### src/rtl/pcr_defs.svh
`ifndef PCR_DEFS_SVH
`define PCR_DEFS_SVH

// Command codes
`define PCR_CMD_FREQ        8'h33
`define PCR_CMD_COMP        8'hd3
`define PCR_CMD_MODE        8'hd4
`define PCR_CMD_PHASE       8'hf5
`define PCR_CMD_RESET       8'hfd

// Reset and nonvolatile defaults
`define PCR_FREQ_RST        16'hfabc
`define PCR_COMP_RST        8'h70
`define PCR_MODE_RST        8'hc1
`define PCR_PHASE_RST       8'h10

// Mode field positions
`define PCR_MODE_ILIM       7
`define PCR_MODE_SERVO      6
`define PCR_MODE_TSNS       5
`define PCR_MODE_VRANGE     1
`define PCR_MODE_FCCM       0
// Bits that may change while a channel runs
`define PCR_MODE_LIVE_MASK  8'h41
// Writable bits; [4:2] reserved
`define PCR_MODE_RW_MASK    8'he3

// Phase config fields
`define PCR_PH_SHAREFB      7
`define PCR_PH_GAIN_HI      6
`define PCR_PH_GAIN_LO      5
`define PCR_PH_SHARECLK     4
`define PCR_PH_RW_MASK      8'hf7
`define PCR_GAIN_RSVD       2'h3
`define PCR_PHASE_MAXCODE   3'h5

`endif

### src/rtl/pcr_pkg.sv
package pcr_pkg;
    typedef enum logic [1:0] {
        PCR_IDLE,
        PCR_SHUTDOWN,
        PCR_RELOAD,
        PCR_RESTART
    } pcr_rst_state_t;

    typedef struct packed {
        logic [15:0]    freq;
        logic [1:0][7:0] comp;
        logic [1:0][7:0] mode;
        logic [7:0]     phase;
        logic [15:0]    rdData;
        logic           ack;
        logic           nack;
        logic           commFault;
        logic           busyFault;
        logic           clearFaults;
        logic           forceOff;
        logic           nvmLoad;
        logic           softStart;
        pcr_rst_state_t rstState;
        logic [1:0]     runSync1;
        logic [1:0]     runSync2;
    } pcr_state_t;
endpackage : pcr_pkg

### src/rtl/pcr_config_regs.sv
// Behaviour
// Bus reset: off, reload, clear faults, restart
// Bus reset is send-byte, no data
// Mode byte 0xd4, paged, default 0xc1
// Compensation byte 0xd3, paged, default 0x70
// Phase config byte 0xf5, shared, default 0x10
// Frequency word 0x33, shared, default 0xfabc
// Running channel: only mode bits 0,6
// Mode bit 7 selects current range
// Mode bit 6 servo, not off/ramping
// Mode bit 5 selects temperature method
// Mode bit 1 selects output voltage range
// Range bits frozen while output active
// Bit 0 forced continuous, discontinuous while ramping
// Compensation [7:5] selects amplifier gain
// Compensation [4:0] selects resistor code
// Phase write refused unless both off
// Phase bit 7 shares feedback node
// Phase [6:5] selects input sense gain
// Phase bit 4 gates shared clock low
// Phase [2:0] selects channel phase offsets
// Frequency write refused unless off
// Bad packet check: no write, fault
// Reserved bits read zero, ignored
`timescale 1ns/1ps
`default_nettype none
`include "pcr_defs.svh"

module pcr_config_regs (
    input  wire logic        clk,            // 20 MHz controller clock
    input  wire logic        reset_n,        // Power-on reset, async
    input  wire logic        cmdValid,       // One-cycle decoded command
    input  wire logic        cmdWrite,       // 1 write, 0 read
    input  wire logic [7:0]  cmdCode,        // Command code
    input  wire logic        cmdPage,        // Addressed channel
    input  wire logic [1:0]  cmdLen,         // Data bytes in write
    input  wire logic [15:0] cmdData,        // Write data, low byte first
    input  wire logic        pecOk,          // Packet check byte valid
    input  wire logic [1:0]  runPin,         // Run pins, asynchronous
    input  wire logic [1:0]  chanOn,         // Channel commanded on
    input  wire logic [1:0]  chanRamping,    // Channel ramping on/off
    input  wire logic        vinAboveOn,     // Input above turn-on level
    input  wire logic        vinBelowOff,    // Input below turn-off level
    input  wire logic        nvmDone,        // Nonvolatile reload finished
    output logic [15:0]      rdData,         // Read answer
    output logic             ack,            // Command accepted pulse
    output logic             nack,           // Command refused pulse
    output logic             commFault,      // Communication fault pulse
    output logic             busyFault,      // Busy fault pulse
    output logic             clearFaults,    // Clear all faults pulse
    output logic             forceOff,       // Hold both channels off
    output logic             nvmLoad,        // Reload request pulse
    output logic             softStart,      // Restart enabled channels
    output logic [1:0]       highCurrent,    // Current-limit high range
    output logic [1:0]       servoEn,        // Output servo active
    output logic [1:0]       directTemp,     // Direct voltage temp sense
    output logic [1:0]       lowVoltRange,   // Output limited to 7 V
    output logic [1:0]       forcedCont,     // Forced continuous active
    output logic [5:0]       eaGmCode,       // Amp gain, ch1:ch0
    output logic [9:0]       rithCode,       // Resistor code, ch1:ch0
    output logic             feedbackShare,  // Ch1 uses ch0 feedback
    output logic [1:0]       senseGain,      // Input sense gain code
    output logic             shareClkLow,    // Pull shared clock low
    output logic [2:0]       phaseCode,      // Phase offset code
    output logic [15:0]      freqSetting     // Switching frequency word
);

    pcr_pkg::pcr_state_t cur;
    pcr_pkg::pcr_state_t next_cur;

    logic [1:0] running;     // Channel running, per synchronised pin
    logic       anyRun;      // Either channel running
    logic       inIdle;      // No bus reset sequence under way
    logic       isWrite;     // Decoded write this cycle
    logic       isRead;      // Decoded read this cycle
    logic       pecBad;      // Write whose packet check failed
    logic [7:0] oldMode;     // Stored mode of the addressed channel
    logic [7:0] newMode;     // Written mode, reserved bits dropped
    logic [7:0] modeDiff;    // Frozen mode bits the write would change
    logic       modeLocked;  // Write touches a bit frozen while running
    logic       writeOk;     // Write that may be processed
    logic       readOk;      // Read that may be answered
    logic [1:0] gainField;   // Stored input sense gain code
    logic [2:0] offsetField; // Stored phase offset code
    logic       vinLow;      // Input outside the start window

    // Channel running when its synchronised run pin is high and it is on.
    // The raw pins never reach this logic; only the second flop is read.
    assign running = cur.runSync2 & chanOn;
    assign anyRun  = |running;

    // Commands are only decoded outside the bus reset sequence, so a
    // host cannot alter a register that the reload is about to overwrite
    assign inIdle  = (cur.rstState == pcr_pkg::PCR_IDLE);
    assign isWrite = cmdValid & cmdWrite;
    assign isRead  = cmdValid & ~cmdWrite;
    assign pecBad  = isWrite & ~pecOk & inIdle;

    // Next-state logic: decode, write guards and the bus reset sequence
    always_comb begin
        next_cur             = cur;
        next_cur.runSync1    = runPin;
        next_cur.runSync2    = cur.runSync1;
        next_cur.ack         = 1'b0;
        next_cur.nack        = 1'b0;
        next_cur.commFault   = 1'b0;
        next_cur.busyFault   = 1'b0;
        next_cur.clearFaults = 1'b0;
        next_cur.nvmLoad     = 1'b0;
        next_cur.softStart   = 1'b0;
        oldMode    = cur.mode[cmdPage];
        newMode    = cmdData[7:0] & `PCR_MODE_RW_MASK;
        // Only the servo and conduction bits may move on a live channel
        modeDiff   = (newMode ^ oldMode) & ~`PCR_MODE_LIVE_MASK;
        modeLocked = (modeDiff != 8'h00);
        writeOk    = isWrite & pecOk & inIdle;
        readOk     = isRead & inIdle;

        // Bad packet check drops the write and flags a comm fault;
        // nothing else is answered, so the host sees no acknowledge
        if (pecBad) begin
            next_cur.commFault = 1'b1;
        end

        if (writeOk) begin
            unique case (cmdCode)
                // Bus reset is a bare command code
                `PCR_CMD_RESET: begin
                    if (cmdLen == 2'd0) begin
                        next_cur.ack      = 1'b1;
                        next_cur.forceOff = 1'b1;
                        next_cur.rstState = pcr_pkg::PCR_SHUTDOWN;
                    end else begin
                        next_cur.commFault = 1'b1;
                    end
                end
                `PCR_CMD_MODE: begin
                    // Running channel: only bits 0 and 6 may differ;
                    // both range bits change loop gain, so they freeze
                    if (running[cmdPage] && modeLocked) begin
                        next_cur.commFault = 1'b1;
                    end else begin
                        next_cur.mode[cmdPage] = newMode;
                        next_cur.ack = 1'b1;
                    end
                end
                // Compensation codes take effect at once
                `PCR_CMD_COMP: begin
                    next_cur.comp[cmdPage] = cmdData[7:0];
                    next_cur.ack = 1'b1;
                end
                // Phase and sharing only change with both channels stopped
                `PCR_CMD_PHASE: begin
                    if (anyRun) begin
                        next_cur.nack      = 1'b1;
                        next_cur.busyFault = 1'b1;
                    end else begin
                        next_cur.phase = cmdData[7:0]
                                         & `PCR_PH_RW_MASK;
                        next_cur.ack = 1'b1;
                    end
                end
                // Oscillator must not be retuned under a running channel
                `PCR_CMD_FREQ: begin
                    if (anyRun) begin
                        next_cur.nack      = 1'b1;
                        next_cur.busyFault = 1'b1;
                    end else begin
                        next_cur.freq = cmdData;
                        next_cur.ack  = 1'b1;
                    end
                end
                // Unknown codes are refused
                default: next_cur.nack = 1'b1;
            endcase
        end

        // Read path; the answer is registered so it stands with the
        // acknowledge, whatever the host does to the code afterwards
        if (readOk) begin
            next_cur.ack = 1'b1;
            unique case (cmdCode)
                `PCR_CMD_MODE:  next_cur.rdData = {8'h00, cur.mode[cmdPage]};
                `PCR_CMD_COMP:  next_cur.rdData = {8'h00, cur.comp[cmdPage]};
                `PCR_CMD_PHASE: next_cur.rdData = {8'h00, cur.phase};
                `PCR_CMD_FREQ:  next_cur.rdData = cur.freq;
                default: begin
                    next_cur.rdData = 16'h0000;
                    next_cur.nack   = 1'b1;
                    next_cur.ack    = 1'b0;
                end
            endcase
        end

        // Bus reset sequence: off, reload, clear, restart
        unique case (cur.rstState)
            pcr_pkg::PCR_IDLE: ;
            // Channels held off; ask for the stored image
            pcr_pkg::PCR_SHUTDOWN: begin
                next_cur.nvmLoad  = 1'b1;
                next_cur.rstState = pcr_pkg::PCR_RELOAD;
            end
            pcr_pkg::PCR_RELOAD: begin
                // Working copy returns to stored defaults on reload
                if (nvmDone) begin
                    next_cur.mode[0]     = `PCR_MODE_RST;
                    next_cur.mode[1]     = `PCR_MODE_RST;
                    next_cur.comp[0]     = `PCR_COMP_RST;
                    next_cur.comp[1]     = `PCR_COMP_RST;
                    next_cur.phase       = `PCR_PHASE_RST;
                    next_cur.freq        = `PCR_FREQ_RST;
                    next_cur.clearFaults = 1'b1;
                    next_cur.rstState    = pcr_pkg::PCR_RESTART;
                end
            end
            // Release the channels; enabled ones soft-start
            pcr_pkg::PCR_RESTART: begin
                next_cur.forceOff  = 1'b0;
                next_cur.softStart = 1'b1;
                next_cur.rstState  = pcr_pkg::PCR_IDLE;
            end
        endcase
    end

    // State register
    always_ff @(posedge clk or negedge reset_n) begin
        if (!reset_n) begin
            // Registers start at their stored defaults, pulses low
            cur.freq        <= `PCR_FREQ_RST;
            cur.comp[0]     <= `PCR_COMP_RST;
            cur.comp[1]     <= `PCR_COMP_RST;
            cur.mode[0]     <= `PCR_MODE_RST;
            cur.mode[1]     <= `PCR_MODE_RST;
            cur.phase       <= `PCR_PHASE_RST;
            cur.rdData      <= 16'h0000;
            cur.ack         <= 1'b0;
            cur.nack        <= 1'b0;
            cur.commFault   <= 1'b0;
            cur.busyFault   <= 1'b0;
            cur.clearFaults <= 1'b0;
            cur.forceOff    <= 1'b0;
            cur.nvmLoad     <= 1'b0;
            cur.softStart   <= 1'b0;
            cur.rstState    <= pcr_pkg::PCR_IDLE;
            // Run pins read as stopped until they have crossed
            cur.runSync1    <= 2'h0;
            cur.runSync2    <= 2'h0;
        end else begin
            cur <= next_cur;
        end
    end

    // Read answer straight from its flops
    assign rdData      = cur.rdData;

    // Handshake and fault pulses, one cycle after the taking edge
    assign ack         = cur.ack;
    assign nack        = cur.nack;
    assign commFault   = cur.commFault;
    assign busyFault   = cur.busyFault;

    // Bus reset sequence controls
    assign clearFaults = cur.clearFaults;
    assign forceOff    = cur.forceOff;
    assign nvmLoad     = cur.nvmLoad;
    assign softStart   = cur.softStart;

    // Frequency word goes to the oscillator as stored
    assign freqSetting = cur.freq;

    // Per-channel mode and compensation decode; servo and forced
    // continuous are gated by live status, the rest follow the byte
    for (genvar ch = 0; ch < 2; ch++) begin : gChan
        assign highCurrent[ch]  = cur.mode[ch][`PCR_MODE_ILIM];
        assign servoEn[ch]      = cur.mode[ch][`PCR_MODE_SERVO]
                                  & running[ch] & ~chanRamping[ch];
        assign directTemp[ch]   = cur.mode[ch][`PCR_MODE_TSNS];
        assign lowVoltRange[ch] = cur.mode[ch][`PCR_MODE_VRANGE];
        assign forcedCont[ch]   = cur.mode[ch][`PCR_MODE_FCCM]
                                  & ~chanRamping[ch];
        assign eaGmCode[ch*3 +: 3] = cur.comp[ch][7:5];
        assign rithCode[ch*5 +: 5] = cur.comp[ch][4:0];
    end

    // Stored phase fields
    assign gainField   = cur.phase[`PCR_PH_GAIN_HI:`PCR_PH_GAIN_LO];
    assign offsetField = cur.phase[2:0];

    // Feedback sharing only makes sense for multiphase operation
    assign feedbackShare = cur.phase[`PCR_PH_SHAREFB];

    // Reserved gain code falls back to the lowest gain
    assign senseGain = (gainField == `PCR_GAIN_RSVD) ? 2'h0
                       : gainField;

    // Shared clock held low outside the input start window; the
    // thresholds themselves are compared elsewhere
    assign vinLow      = ~vinAboveOn | vinBelowOff;
    assign shareClkLow = cur.phase[`PCR_PH_SHARECLK] & vinLow;

    // Unlisted phase codes fall back to code zero
    assign phaseCode = (offsetField > `PCR_PHASE_MAXCODE) ? 3'h0
                       : offsetField;

endmodule : pcr_config_regs
`default_nettype wire

### config.mk
export PLATFORM = sky130hd
export DESIGN_NAME = pcr_config_regs
export DESIGN_NICKNAME = d
export VERILOG_FILES = /design/src/rtl/pcr_pkg.sv /design/src/rtl/pcr_config_regs.sv
export VERILOG_INCLUDE_DIRS = /design/src /design/src/rtl
export SDC_FILE = /design/constraint.sdc
export NUM_CORES = 1
export LEC_CHECK = 0
export BUFFER_PORTS_ARGS = -buffer_cell sky130_fd_sc_hd__buf_4
export CAP_MARGIN = 20
export CORE_ASPECT_RATIO = 0.9
export CORE_MARGIN = 10
export CORE_UTILIZATION = 55
export CTS_CLUSTER_DIAMETER = 80
export CTS_CLUSTER_SIZE = 14
export DETAILED_ROUTE_END_ITERATION = 10
export PLACE_DENSITY = 0.91
export SLEW_MARGIN = 20
export SYNTH_ARGS = -nofsm -noshare
export SYNTH_HDL_FRONTEND = slang
export SYNTH_SLANG_ARGS = --single-unit
### constraint.sdc
create_clock -name clk -period 4.2 [get_ports clk]
set_clock_uncertainty 0.05 [all_clocks]
set_input_delay 0.42 -clock clk [delete_from_list [all_inputs] [get_ports clk]]
set_output_delay 0.42 -clock clk [all_outputs]
set_load 0.02 [all_outputs]
==> impl_metrics.toml <==
[outcome]
status = "finished, final reports clean"

[global_route]
grt_pass1_vias = 3473
grt_busiest_layer = "met2"
grt_pass1_wl_mm = 18.7
grt_antenna_before_repair = 0
grt_util_met3_pct = 5.72
overflow = 0
grt_max_degree = 87
gr-usage-all-layers_pct = 19.2
gr-usage-met2_pct = 31.7
grt_use_met1_pct = 24.2

[worst_setup_path]
worst-path-buf-inv = 1
startpoint_type = "flip-flop"
path_cells = "inv_1 > ha_1 > nand4_1 > nor2_1 > and2_1 > nand2_1 > a21oi_1"
crit_type = "flip-flop to flip-flop"
max_stage_delay_ps = 640
path_depth = 7
crit_start = "cur[4]"
regToRegSetupSlack_ps = 1360
worstReg2RegEnd = "freqSetting[8]"
cp.required_ps = 4420
rr_worst_depth = 7
crit_path_end_kind = "flip-flop"
worstSetupEndpoint = "freqSetting[8]"
crit_slowest_cell = "nor2_1"
crit_family = "simple AND/OR/NAND/NOR gates"
crit_arrival_ps = 3060
crit_path_max_fanout = 16
r2r_start = "cur[4]"

[sta]
timing.hold.ws_ps = 68.0
final_hold_viol_count = 0
setup_tns_ps = 0
slew_headroom_pct = 33.0
finalWorstSetupSlack_ps = 1360
worst-slew-pin-transition_ps = 1000
min_period_ps = 2840
finalSetupViolations = 0
slew_violations = 0
fmax_mhz = 353
fin_crit_sh_pct = 67.5
rsz0062_at_grt = "false"

[logic_synthesis]
synth_flop_cell = "dfrtp_1"
synth_warnings = 0
syn_nets = 490
synth_top_area_cell = "dfrtp_1"
synth_edf_count = 0
synth_cell_type_count = 47
yosysMostFrequentCell = "nand2_1"
synth_area_leaders = "dfrtp_1, dfstp_2, mux2i_1"
synth-seq-cells = 86
synth_cells = 444
synth-async-reset-ratio_pct = 100
synth.avg_cell_area_um2 = 9.88
synth_common_cells = "nand2_1, dfrtp_1, buf_4"
syn-cell-area_mm2 = 0.00439
synth.top_cell.area_share_pct = 35.4
ys_seq_area_share_pct = 49.7

[pwr]
clockPowerShare_pct = 31.3
power_frac_seq_pct = 51.2
internal-power_mw = 1.18
vdd_drop_max_mv = 0.316
swShare_pct = 30.9
switchingPower_uw = 528
power.leakage_nw = 2.49
power.density_mw_per_mm2 = 335
combPwrFrac_pct = 17.5

[clock_tree]
tritoncts = "built"
postCtsHoldBufs = 0
htreeDepth = 3
numCtsBuffers = 9
root_buffer = "clkbuf_8"
cts.clk_slew.worst_paths_ps = 90
clockBufferDepth = 2
post_cts_buffers = 0
cts_resized = 0
cts.sinks = 86
clk_latency_ps = 350

[flow_run]
cap_violations = 0

[floorplan]
initial_core_util_pct = 57.3
die_h_um = 105
rows = 30
fp.dieW_um = 114
coreArea_mm2 = 0.00766
die_area_mm2 = 0.0120
ios = 114

[route]
vias = 3424
dr.pass1.iters = 5
antenna_left = 0
vias_per_cell = 5.73
drc = 0
drt_iter0_markers = 338
drt_wl_total_mm = 11.9
wl_per_cell_um = 19.9

[layout]
antenna_cells = 0
drive_gt1_share_pct = 32.9
area_growth_pct = 16.2
nets = 543
design_area_mm2 = 0.00510

[placed_design]
dpl.hpwl_mm = 8.63
port_buffers = 113
postPlaceCellArea_mm2 = 0.00490
dp_worst_setup_slack_ps = 1430
gp_congestion = 0.841

[worst_hold_path]
hp-class = "input port to async pin"
registers in the layout, summed over array words and instances, names as in the netlist, 2 cells and up, named ones only:
name / flops
eaGmCode: 6
rdData: 16
lowVoltRange: 2
cur: 22
rithCode: 10
directTemp: 2
freqSetting: 16
highCurrent: 2
per-layer routing:
metal | share of wire, % | routed length [um]
met4 | 0.96 | 114
met2 | 50 | 5920
met1 | 41 | 4880
met3 | 8.2 | 980
met5 | 0 | 0
worst register-to-register path, stage by stage (launching register included):
cell     delay, ps
dfrtp_1        430
inv_1          120
ha_1           200
nand4_1        410
nor2_1         640
and2_1         620
nand2_1        120
a21oi_1        170
per-stage QoR:
step / instances / total power, mW / utilization (%)
2_1_floorplan: 444 / 1.06 / -
3_3_place_gp: 581 / 1.16 / 64.0
3_5_place_dp: 581 / 1.18 / 64.0
4_1_cts: 597 / 1.71 / 66.4
5_1_grt: 598 / 1.78 / 66.6
6_report: 598 / 1.71 / 66.6
kinds of logic after synthesis:
logic type               Yosys count  share of synthesized area, %
XOR/XNOR                           3                         0.599
flip-flops                        86                          49.7
AND/OR/NAND/NOR                  169                          18.4
AO/OA/AOI/OAI                     57                          8.47
buffers and inverters             82                          11.7
multiplexers                      42                          9.67
adder cells (fa/ha/maj)            5                          1.43
area by class of cell:
class,instances,area (um^2)
fill,577,2560
sequential,86,2180
multi-input combinational,276,1700
timing repair buffer,117,886
clock buffer,9,124
tap,96,120
clock inverter,7,55.1
inverter,7,26.3
worst min path at each step:
stage                    from     endpoint  slack, ps  cells past startpoint
floorplan             reset_n    async pin         70                      0
global placement       cur[3]       cur[1]        280                      0
detailed placement     cur[3]       cur[1]        290                      0
CTS                 runPin[1]       cur[3]        110                      1
global route        runPin[1]       cur[3]        100                      1
finish                reset_n  clearFaults         70                      1
layout by cell type (no fill, tap or decap), types with 2 or more instances in the layout:
master      Yosys  layout
buf_4          54     115
dfrtp_1        62      62
o22ai_1        10      10
nor2b_1         7       7
buf_6           0       2
nor3b_1         5       5
and3_1          4       4
mux2i_1        41      41
clkinvlp_4      0       2
or2_2           2       2
xnor2_1         3       3
dfstp_2        24      24
nand2_1        85      85
inv_6           0       3
a221oi_1        9       9
nor4_2          0       2
nor4b_1         2       2
a21boi_0        2       2
nand3_1        21      21
or4_1           2       2
clkbuf_8        0       9
o21ai_0        17      17
nor4_1          5       3
nor2_1         24      24
a21oi_1        11      11
ha_1            5       5
inv_1           6       6
power groups by stage:
stage	combinational (mW)	sequential, mW	clock (mW)
global placement	0.275	0.889	0
detailed placement	0.289	0.891	0
CTS	0.292	0.876	0.544
floorplan	0.154	0.904	0
finish	0.299	0.875	0.535
global route	0.326	0.880	0.578
Note: power is estimated with default switching activity, not from simulation.
